### src/pas_pkg.sv
// Shared constants for the pipelined converter sample output link
package pas_pkg;
  localparam int DATA_W = 8;
  localparam int STAGE_COUNT = 6;
  localparam int LATENCY = 4;
  localparam int FIFO_DEPTH = 16;
  localparam int RESID_W = 2;
  // Static pin levels
  localparam logic RANGE_2V = 1'b1;
  localparam logic RANGE_1V = 1'b0;
  localparam logic REF_EXTERNAL = 1'b1;
  localparam logic REF_INTERNAL = 1'b0;
  // Offset binary end points and mid scale
  localparam logic [DATA_W-1:0] CODE_NEG_FS = 8'h00;
  localparam logic [DATA_W-1:0] CODE_MID = 8'h80;
  localparam logic [DATA_W-1:0] CODE_POS_FS = 8'hFF;
endpackage

### src/pas_link_if.sv
// Parallel sample link between converter and capture logic
`timescale 1ns/1ns
interface pas_link_if;
  logic [pas_pkg::DATA_W-1:0] sample_word;
  logic range_select_pin;
  logic reference_source_pin;
  logic range_select_oe;
  logic reference_source_oe;
  modport conv (
    output sample_word,
    input range_select_pin,
    input reference_source_pin,
    input range_select_oe,
    input reference_source_oe
  );
  modport capt (
    input sample_word,
    output range_select_pin,
    output reference_source_pin,
    output range_select_oe,
    output reference_source_oe
  );
endinterface

### src/pas_converter.sv
// Converter end: six-stage pipeline, error correction, word output
`timescale 1ns/1ns
// Overview of operation
// - Eight-bit parallel word, MSB first bit
// - Range pin high 2V, low 1V
// - Reference pin high external, low internal
// - New word valid at rising clock edge
// - Result appears four clocks after sampling
// - Six stages, error correction, no missing codes
// - Open pins default to 2V, external
module pas_converter #(
  parameter int DATA_W = pas_pkg::DATA_W,
  parameter int STAGES = pas_pkg::STAGE_COUNT,
  parameter int LATENCY = pas_pkg::LATENCY
) (
  // Clock and reset
  input wire logic clock,
  input wire logic rst,
  // Digitised analog sample, offset binary, taken each edge
  input wire logic [DATA_W-1:0] sample_in,
  // Active configuration seen by the analog side
  output logic range_2v,
  output logic ref_external,
  // Link
  pas_link_if.conv link
);
  // Bits settled by each stage; later stages only carry what is left
  localparam int SLICE = pas_pkg::RESID_W;

  // Register ranks between the sampling edge and the output register
  localparam int RANKS = LATENCY;

  // Digits handed to correction, plus the still-unresolved remainder
  typedef struct packed {
    logic [STAGES-1:0][DATA_W-1:0] digit;
    logic [DATA_W-1:0] rem;
  } pas_stage_t;

  // Idle rank still sums to mid scale, so no glitch follows reset
  localparam pas_stage_t RANK_IDLE = '{
    digit: '0,
    rem: pas_pkg::CODE_MID
  };

  pas_stage_t rank_r [RANKS];
  logic range_r;
  logic ref_r;
  logic output_bit_msb;
  logic output_bit_lsb;
  logic [DATA_W-1:0] code_final;
  logic [DATA_W-1:0] word_nxt;

  // Undriven pin floats high through the pull-up
  function automatic logic pin_level(input logic drv, input logic oe);
    return oe ? drv : 1'b1;
  endfunction

  // Remainder bits still open once stage idx has settled its slice
  function automatic logic [DATA_W-1:0] open_mask(input int idx);
    int open_bits;
    open_bits = DATA_W - (idx + 1) * SLICE;
    if (open_bits <= 0) begin
      return '0;
    end
    return DATA_W'((64'(1) << open_bits) - 64'(1));
  endfunction

  // One stage: hand its slice to correction, pass the rest on.
  // The last stage takes all that is left, whatever the slice width.
  function automatic pas_stage_t stage_step(input pas_stage_t cur,
      input int idx);
    pas_stage_t nxt;
    logic [DATA_W-1:0] keep;
    nxt = cur;
    if (idx >= STAGES - 1) begin
      keep = '0;
    end else begin
      keep = open_mask(idx);
    end
    nxt.digit[idx] = cur.rem & ~keep;
    nxt.rem = cur.rem & keep;
    return nxt;
  endfunction

  // Rank that hosts a stage: stages spread evenly over the ranks
  function automatic int rank_of(input int idx);
    return (idx * RANKS) / STAGES;
  endfunction

  // Apply every stage hosted by rank r, in stage order
  function automatic pas_stage_t run_rank(input pas_stage_t cur,
      input int r);
    pas_stage_t acc;
    acc = cur;
    for (int s = 0; s < STAGES; s++) begin
      if (rank_of(s) == r) begin
        acc = stage_step(acc, s);
      end
    end
    return acc;
  endfunction

  // Fresh sample enters with no digit settled yet
  function automatic pas_stage_t load_sample(input logic [DATA_W-1:0] s);
    pas_stage_t fresh;
    fresh.digit = '0;
    fresh.rem = s;
    return fresh;
  endfunction

  // Error correction: digits cover disjoint bit slices, so their sum
  // reaches every code. Any unsettled remainder is added, not dropped.
  function automatic logic [DATA_W-1:0] correct(input pas_stage_t st);
    logic [DATA_W-1:0] sum;
    sum = st.rem;
    for (int s = 0; s < STAGES; s++) begin
      sum = sum + st.digit[s];
    end
    return sum;
  endfunction

  // Range pin, sampled every edge
  always_ff @(posedge clock) begin
    if (rst) begin
      range_r <= pas_pkg::RANGE_2V;
    end else begin
      range_r <= pin_level(link.range_select_pin,
        link.range_select_oe);
    end
  end

  // Reference pin, sampled every edge
  always_ff @(posedge clock) begin
    if (rst) begin
      ref_r <= pas_pkg::REF_EXTERNAL;
    end else begin
      ref_r <= pin_level(link.reference_source_pin,
        link.reference_source_oe);
    end
  end

  assign range_2v = range_r;
  assign ref_external = ref_r;

  // Stage pipeline: rank 0 takes the sample, the last rank completes
  // the code. Stage count and latency are independent this way.
  always_ff @(posedge clock) begin
    if (rst) begin
      for (int r = 0; r < RANKS; r++) begin
        rank_r[r] <= RANK_IDLE;
      end
    end else begin
      rank_r[0] <= run_rank(load_sample(sample_in), 0);
      for (int r = 1; r < RANKS; r++) begin
        rank_r[r] <= run_rank(rank_r[r-1], r);
      end
    end
  end

  assign code_final = correct(rank_r[RANKS-1]);

  // MSB leads the word, LSB closes it
  assign output_bit_msb = code_final[DATA_W-1];
  assign output_bit_lsb = code_final[0];
  assign word_nxt = {output_bit_msb, code_final[DATA_W-2:1],
    output_bit_lsb};

  // Word register adds the edge that makes the latency four
  always_ff @(posedge clock) begin
    if (rst) begin
      link.sample_word <= pas_pkg::CODE_MID;
    end else begin
      link.sample_word <= word_nxt;
    end
  end
endmodule

### src/flat_wrapper.sv
// flat-port wrapper written by rule: the top's interface ports become plain ports
module pas_converter_flat 
#(
  parameter int DATA_W = pas_pkg::DATA_W,
  parameter int STAGES = pas_pkg::STAGE_COUNT,
  parameter int LATENCY = pas_pkg::LATENCY
)
  (clock, rst, sample_in, range_2v, ref_external, link_sample_word, link_range_select_pin, link_reference_source_pin, link_range_select_oe, link_reference_source_oe);
  pas_link_if link_i ();
  input wire logic clock;
  input wire logic rst;
  input wire logic [DATA_W-1:0] sample_in;
  output logic range_2v;
  output logic ref_external;
  output wire logic [$bits(link_i.sample_word)-1:0] link_sample_word;
  input wire logic [$bits(link_i.range_select_pin)-1:0] link_range_select_pin;
  input wire logic [$bits(link_i.reference_source_pin)-1:0] link_reference_source_pin;
  input wire logic [$bits(link_i.range_select_oe)-1:0] link_range_select_oe;
  input wire logic [$bits(link_i.reference_source_oe)-1:0] link_reference_source_oe;
  assign link_sample_word = link_i.sample_word;
  assign link_i.range_select_pin = link_range_select_pin;
  assign link_i.reference_source_pin = link_reference_source_pin;
  assign link_i.range_select_oe = link_range_select_oe;
  assign link_i.reference_source_oe = link_reference_source_oe;
  pas_converter #(.DATA_W(DATA_W), .STAGES(STAGES), .LATENCY(LATENCY)) u_core (.clock(clock), .rst(rst), .sample_in(sample_in), .range_2v(range_2v), .ref_external(ref_external), .link(link_i));
endmodule
### config.mk
export PLATFORM = sky130hd
export DESIGN_NAME = pas_converter_flat
export DESIGN_NICKNAME = d
export VERILOG_FILES = /design/src/pas_pkg.sv /design/src/pas_link_if.sv /design/src/pas_converter.sv /design/src/flat_wrapper.sv
export SDC_FILE = /design/constraint.sdc
export NUM_CORES = 1
export LEC_CHECK = 0
export ABC_AREA = 1
export BUFFER_PORTS_ARGS = -buffer_cell sky130_fd_sc_hd__buf_2
export CORE_MARGIN = 5
export CORE_UTILIZATION = 40
export CTS_CLUSTER_DIAMETER = 150
export CTS_CLUSTER_SIZE = 30
export DETAILED_ROUTE_END_ITERATION = 16
export SLEW_MARGIN = 30
export SYNTH_ARGS = -nofsm -noshare
export SYNTH_HDL_FRONTEND = slang
export SYNTH_SLANG_ARGS = --single-unit
### constraint.sdc
create_clock -name clock -period 1.2 [get_ports clock]
set_clock_uncertainty 0.1 [all_clocks]
set_input_delay 0 -clock clock [delete_from_list [all_inputs] [get_ports clock]]
set_output_delay 0 -clock clock [all_outputs]
set_load 0.03 [all_outputs]
==> results by group, run 1 <==
Outcome
  – Status: finished, final reports clean

Yosys
  – Mapped Nets: about 170
  – Area share of the largest cell type after synthesis: 66.73%
  – Post-Syn Area: 0.001380 mm^2
  – Ys Warns: 0
  – Sequential cell area fraction in the yosys report: 66.73%
  – Mapped Cells: between 150 and 200
  – Yosys top cell by area: dfxtp_1
  – Avg Inst Size Synth: between 9 and 10 um^2
  – Seq cells post-synth: 46
  – Unique masters post-synth: 12
  – Top cells by area, synth: dfxtp_1 (67%), nor2_1 (11%), inv_1 (11%)

Finish
  – Commonest non-fill, non-tap cell in the layout: dfxtp_1
  – Final #Nets: around 210
  – Commonest cells after routing, fill and taps aside: dfxtp_1 (46), nor2_1 (42), inv_1 (41), buf_2 (23), dlygate4sd3_1 (16)
  – Fraction of layout cells with a size suffix above 1: between 10% and 20%
  – Final Cell Area: between 0.0015 and 0.002 mm^2
  – Non-filler cells, final: 241
  – Layout area overhead: 25.20%
  – Ant diodes: 0

Power and ir drop
  – PwrDens: 1389 mW/mm^2
  – Leak pwr: between 0.8 and 0.9 nW
  – Worst VDD drop: roughly 0.00086 V

CTS
  – Clock-pin slew on the worst setup and hold paths: 110 ps
  – Clock sink count: 46
  – Post-CTS sizing: 0
  – H-tree Lvls: 2
  – Clk buf depth: 2
  – Worst-skew pair later-pin latency: ~330 ps
  – Clock root cell: clkbuf_4
  – TritonCTS clock tree: yes
  – Number of buffers created by CTS: 5

Routing
  – Wire per inst: ~8.3 um
  – Antenna-violating nets left: 0
  – Pre-Repair DR Iteration Count: 3
  – Vias per Instance: around 4
  – Via count: ~940
  – 1st-iter DRT viols: 28
  – Total Wirelength: around 2 mm
  – DRC: 0

Flow run
  – Max_cap viols: 0

Floorplan
  – Die Y-Extent: 68.74 um
  – Placement row count: 21
  – Starting Density: about two fifths
  – Die ar.: about 0.0047 mm^2
  – # IOs: 24
  – Die width: 68.74 um
  – Core area: 0.003337 mm^2

Critical path
  – CP Max Fanout: 1
  – Top cell family by delay on the critical path: buffers and inverters
  – Crit end category: flop
  – Worst Path Arrival: 1270 ps
  – Slowest library cell on the worst path: dlygate4sd3_1
  – Crit Path Class: in2reg
  – Worst Setup Start Kind: input port
  – WP buf/inv: 3
  – CP Cell Sequence: dlygate4sd3_1 > buf_2 > nand3b_1 > dlygate4sd3_1
  – CP required: 1330 ps
  – Worst stage delay on the critical path: 570 ps
  – Most frequent CP cell: dlygate4sd3_1

Global routing
  – Largest net degree at the start of global routing: 35
  – GRT Util Overall: between 10% and 20%
  – Vias in the first global route: 881
  – Initial antenna violation count: 0
  – Gr ovfl total: 0
  – First-pass GRT wire length: 3.553 mm

STA
  – Final hold vios: 0
  – Max_slew headroom: between 70% and 80%
  – Worst-Margin Slew: slightly above 300 ps
  – Post-layout min period: between 1000 and 1500 ps
  – Final period util: between 90% and 100%
  – Final Setup Violations: 0
  – RSZ-0062 raised after global routing: no
  – Setup_tns: 0 ps
  – FMAX: ~0.88 GHz
  – Slew Limit Fails: 0

Placed design
  – HPWL after DPL: around 1.2 mm
  – Placer Congestion: ~0.60
  – Dpl cell area: about 0.0015 mm^2
  – # port buffers: 23
  – Dpl cells: around 220

Worst hold path
  – Min-delay worst type: in2reg
## power by group
part	internal [mW]	leakage [nW]	switching, mW
registers	1.58	0.377	0.0156
clock network	0.222	0.0254	0.412
logic	0.0871	0.408	0.0883
## worst paths after layout
kind	startpoint	endpoint	slack, ps	depth (start not counted)
max reg2reg	u_core.rank_r[0][119]	u_core.link.sample_word[7]	180	6
max	link_range_select_oe	u_core.range_2v	60	4
min reg2reg	u_core.rank_r[0][200]	u_core.link.sample_word[0]	300	2
min	sample_in[6]	u_core.rank_r[0][14]	300	4
## repair_timing
action	4_1_cts	5_1_grt
endpoints found under the setup margin	0	1
hold buffers	15	2
setup buffers	0	0
hold endpoints to repair	19	1
## cells by family (layout without fill, tap and decap cells)
family / Yosys count / count (layout) / synth area share [%]
AND/OR/NAND/NOR: 57 / 57 / 16.68
buffers and inverters: 48 / 90 / 15.32
flip-flops: 46 / 46 / 66.73
XOR/XNOR: 2 / 2 / 1.269
## layer usage
metal / routed length [um] / vias to the layer above / track usage (%)
met5: 0 / - / 0
li1: - / 503 / -
met1: 785 / 405 / 9.759
met3: 131 / 8 / 6.321
met4: 70 / 0 / 7.299
met2: 1025 / 28 / 18.59
## metrics by stage
| step | hold slack (ps) | utilization, % | setup slack [ps] | power, mW |
|---|---|---|---|---|
| global route | 288.4 | 51.78 | 60.02 | 2.556 |
| global placement | 84.21 | 45.63 | 337.6 | 1.752 |
| finish | 296.8 | 51.78 | 61.05 | 2.401 |
| detailed placement | 90.43 | 45.63 | 213.6 | 1.763 |
| CTS | 256.4 | 51.48 | 34.50 | 2.427 |
| floorplan | -72.28 | - | 345.4 | 1.725 |
## flip-flops by register name, indices dropped and copies added, names as in the netlist
name and cells:
u_core.ref_external 1, u_core.link.sample_word 8, u_core.range_2v 1, u_core.rank_r 36
## worst reg2reg max path, delay by kind of cell, from the launching register on
| kind | cells | cell delay, ps |
|---|---|---|
| buf+inv | 1 | 100 |
| simple gates | 5 | 370 |
| flops | 1 | 340 |
## final cells by class
class / count / area (um^2)
clock buffer: 7 / 45.04
fill: 325 / 1609
inverter: 43 / 161.4
multi-input combinational: 59 / 247.7
sequential: 46 / 920.9
tap: 46 / 57.56
timing repair buffer: 40 / 295.3
## Yosys cell counts, drive strengths merged
cell	number
buf	5
dfxtp	46
inv	43
nand2	8
nand3	5
nand3b	2
nor2	42
xnor2	1
xor2	1
No activity file was read; power rests on OpenSTA's default activity.
==> inputs of run 2 (changes only) <==
Settings changed: ABC_AREA 1 to default, BUFFER_PORTS_ARGS -buffer_cell sky130_fd_sc_hd__buf_2 to default, DONT_BUFFER_PORTS from default to 1.
==> run 2 against run 1 <==
Die area down 6.8%. Worst hold slack worse by 91 ps. Combinational power shrank 37%. Clock power rose by 12%. Largest power group unchanged. Routed wire length down 31%. Non-clock buffer count decreased by 26. Flip-flop and latch count did not move. Synthesized area decreased by 8.0%. Final area shrank 12%.
==> results by group, run 2 <==
STA
  – Final Setup Violations: 0 (unchanged)
  – RSZ-0062 raised after global routing: no (unchanged)
  – Slew Limit Fails: 0 (unchanged)
  – Final period util: 94.30% (was 94.91%)
  – Setup_tns: 0 ps (unchanged)
  – Max_slew headroom: 79.04% (was 79.72%)
  – FMAX: 0.8837 GHz (was 0.8780 GHz)
  – Post-layout min period: 1132 ps (was 1139 ps)
  – Worst-Margin Slew: 314.0 ps (was 303.3 ps)
  – Final hold vios: 0 (unchanged)

CTS
  – TritonCTS clock tree: yes (unchanged)
  – Clk buf depth: 2 (unchanged)
  – H-tree Lvls: 2 (unchanged)
  – Number of buffers created by CTS: 5 (unchanged)
  – Worst-skew pair later-pin latency: 350 ps (was 330 ps)
  – Clock root cell: clkbuf_4 (unchanged)
  – Clock sink count: 46 (unchanged)
  – Clock-pin slew on the worst setup and hold paths: 120 ps (was 110 ps)
  – Post-CTS Setup Bufs: 0 (unchanged)

Floorplan
  – Placement row count: 20 (was 21)
  – Starting Density: 41.60% (was 41.36%)
  – Core area: 0.003053 mm^2 (was 0.003337 mm^2)
  – # IOs: 24 (unchanged)
  – Die Y-Extent: 66.35 um (was 68.74 um)
  – Die ar.: 0.004402 mm^2 (was 0.004725 mm^2)
  – Die width: 66.35 um (was 68.74 um)

Critical path
  – Crit Path Class: reg2reg (was in2reg)
  – Worst R2R Setup Slack: 70 ps (was 180 ps)
  – Reg2reg start: u_core.rank_r[0][207] (was u_core.rank_r[0][119])
  – Slowest library cell on the worst path: xnor3_1 (was dlygate4sd3_1)
  – Worst Path Arrival: 1290 ps (was 1270 ps)
  – Worst Setup Start Kind: flop (was input port)
  – Crit end category: flop (unchanged)
  – CP required: 1350 ps (was 1330 ps)
  – CP Max Fanout: 2 (was 1)
  – Worst stage delay on the critical path: 380 ps (was 570 ps)
  – FF-to-FF End: u_core.link.sample_word[7] (unchanged)
  – CP Cell Sequence: xnor3_1 > xnor2_1 > nand2b_1 (was dlygate4sd3_1 > buf_2 > nand3b_1 > dlygate4sd3_1)
  – R2R depth: 3 (was 6)

Global routing
  – Vias in the first global route: 521 (was 881)
  – Met2 Use GR: 11.03% (was 18.59%)
  – Initial antenna violation count: 0 (unchanged)
  – Largest net degree at the start of global routing: 47 (was 35)
  – M3 GR Usage: 4.082% (was 6.321%)
  – Met1 usage: 6.611% (was 9.759%)
  – GR peak layer: met2 (unchanged)
  – Gr ovfl total: 0 (unchanged)
  – GRT Util Overall: 7.321% (was 10.95%)
  – First-pass GRT wire length: 2.201 mm (was 3.553 mm)

Flow run
  – Max_cap viols: 0 (unchanged)

Yosys
  – Mapped Cells: 98 (was 153)
  – Post-Syn Area: 0.001270 mm^2 (was 0.001380 mm^2)
  – Unique masters post-synth: 8 (was 12)
  – Post-synth EDFFs: 0 (unchanged)
  – Mapped Nets: 112 (was 167)
  – Seq cells post-synth: 46 (unchanged)
  – Synth async-reset ratio: 0% (unchanged)
  – Area share of the largest cell type after synthesis: 72.51% (was 66.73%)
  – Ys Warns: 0 (unchanged)
  – Sequential cell area fraction in the yosys report: 72.51% (was 66.73%)
  – Synth top cells by count: dfxtp_1 (46), nor2b_1 (41), buf_2 (4) (was dfxtp_1 (46), nor2_1 (42), inv_1 (41))
  – Synth Flop Type: dfxtp_1 (unchanged)
  – Most frequent cell after synthesis: dfxtp_1 (unchanged)
  – Top cells by area, synth: dfxtp_1 (73%), nor2b_1 (20%), xnor3_1 (1.8%) (was dfxtp_1 (67%), nor2_1 (11%), inv_1 (11%))
  – Avg Inst Size Synth: 12.96 um^2 (was 9.020 um^2)
  – Yosys top cell by area: dfxtp_1 (unchanged)

Routing
  – Via count: 607 (was 944)
  – Total Wirelength: 1.387 mm (was 2.011 mm)
  – 1st-iter DRT viols: 19 (was 28)
  – Vias per Instance: 3.794 (was 3.917)
  – Antenna-violating nets left: 0 (unchanged)
  – Pre-Repair DR Iteration Count: 2 (was 3)
  – DRC: 0 (unchanged)
  – Wire per inst: 8.669 um (was 8.344 um)

Finish
  – Fillers: 291 (was 325)
  – Commonest cells after routing, fill and taps aside: dfxtp_1 (45), nor2b_1 (41), dlygate4sd3_1 (13), clkbuf_4 (5) (was dfxtp_1 (46), nor2_1 (42), inv_1 (41), buf_2 (23), dlygate4sd3_1 (16))
  – Fraction of layout cells with a size suffix above 1: 10.34% (was 16.41%)
  – Largest Register: u_core.rank_r (unchanged)
  – Registers with the most flip-flops: u_core.rank_r x36, u_core.link.sample_word x8 (unchanged)
  – Non-filler cells, final: 160 (was 241)
  – Commonest non-fill, non-tap cell in the layout: dfxtp_1 (unchanged)
  – Ant diodes: 0 (unchanged)
  – Final #Nets: 129 (was 209)
  – Final Cell Area: 0.001516 mm^2 (was 0.001728 mm^2)
  – Layout area overhead: 19.41% (was 25.20%)
  – Max reg flops: 36 (unchanged)

Placed design
  – Dpl cell area: 0.001305 mm^2 (was 0.001523 mm^2)
  – # port buffers: 0 (was 23)
  – Dpl cells: 138 (was 218)
  – Placer Congestion: 0.5869 (was 0.6042)

Power and ir drop
  – Leak pwr: 0.5935 nW (was 0.8100 nW)
  – Tot Pwr: 2.430 mW (was 2.401 mW)
  – PwrDens: 1602 mW/mm^2 (was 1389 mW/mm^2)
  – Worst VDD drop: 0.0006326 V (was 0.0008567 V)

Worst hold path
  – Hold path depth: 2 (was 4)
  – Hold path startpoint: link_reference_source_pin (was sample_in[6])
  – Min-delay worst type: in2reg (unchanged)
  – Hold EP: u_core.ref_external (was u_core.rank_r[0][14])

Outcome
  – Status: finished, final reports clean (unchanged)
-- run 2: cells by family (layout without fill, tap and decap cells) --
| logic type | Yosys count | in the layout | share of synthesized area (%) |
|---|---|---|---|
| xor+xnor | 3 | 3 | 3.153 |
| simple gates | 45 | 45 | 22.76 |
| flops | 46 | 46 | 72.51 |
| buf+inv | 4 | 22 | 1.576 |
-- run 2: timing repair --
action                                  in CTS  in global routing
hold buffers                                14                  0
endpoints found under the setup margin       0                  1
resized for setup                            0                  1
endpoints found under the hold margin       46                  0
-- run 2: metrics by stage --
| stage | util, % | hold WS [ps] | setup WS (ps) |
|---|---|---|---|
| floorplan | - | -72.28 | 95.51 |
| global placement | 42.75 | -68.88 | 85.90 |
| detailed placement | 42.75 | -68.83 | 58.62 |
| CTS | 49.63 | 174.4 | 41.71 |
| global route | 49.67 | 198.3 | 7.930 |
| finish | 49.67 | 205.9 | 68.37 |
-- run 2: worst max-delay path by stage --
| stage | from | endpoint | depth (start not counted) |
|---|---|---|---|
| 6_report | u_core.rank_r[0][207] | u_core.link.sample_word[7] | 3 |
| 5_1_grt | u_core.rank_r[0][207] | u_core.link.sample_word[7] | 3 |
| 4_1_cts | u_core.rank_r[0][207] | u_core.link.sample_word[7] | 3 |
| 3_5_place_dp | u_core.rank_r[0][207] | u_core.link.sample_word[7] | 3 |
| 3_3_place_gp | u_core.rank_r[0][207] | u_core.link.sample_word[7] | 3 |
| 2_1_floorplan | u_core.rank_r[0][207] | u_core.link.sample_word[7] | 3 |
-- run 2: layer usage --
layer  share of wire [%]  routed length, um  up-vias
met4                 4.0                 55        0
li1                    -                  -      328
met2                  46                640       21
met3                 7.9                109        5
met1                  42                583      253
met5                   0                  0        -
-- run 2: area by class of cell --
cell class	count	area (um^2)	share of cell area, %
flip-flops and latches	46	922.1	60.81
repair buffers	14	150.1	9.901
multi-input cells	48	329.1	21.70
clock inverters	1	5.005	0.3300
well taps	44	55.05	3.630
clock buffers	7	55.05	3.630
-- run 2: power by group --
part | switching [mW] | internal (mW) | total [mW]
registers | 0.0304 | 1.58 | 1.61
logic | 0.0380 | 0.0729 | 0.111
clock network | 0.427 | 0.284 | 0.711
total | 0.495 | 1.93 | 2.43
-- run 2: critical path, delay by kind of cell (launching register included) --
family / cells / cell delay (ps)
xor+xnor: 2 / 540
flops: 1 / 340
simple gates: 1 / 60
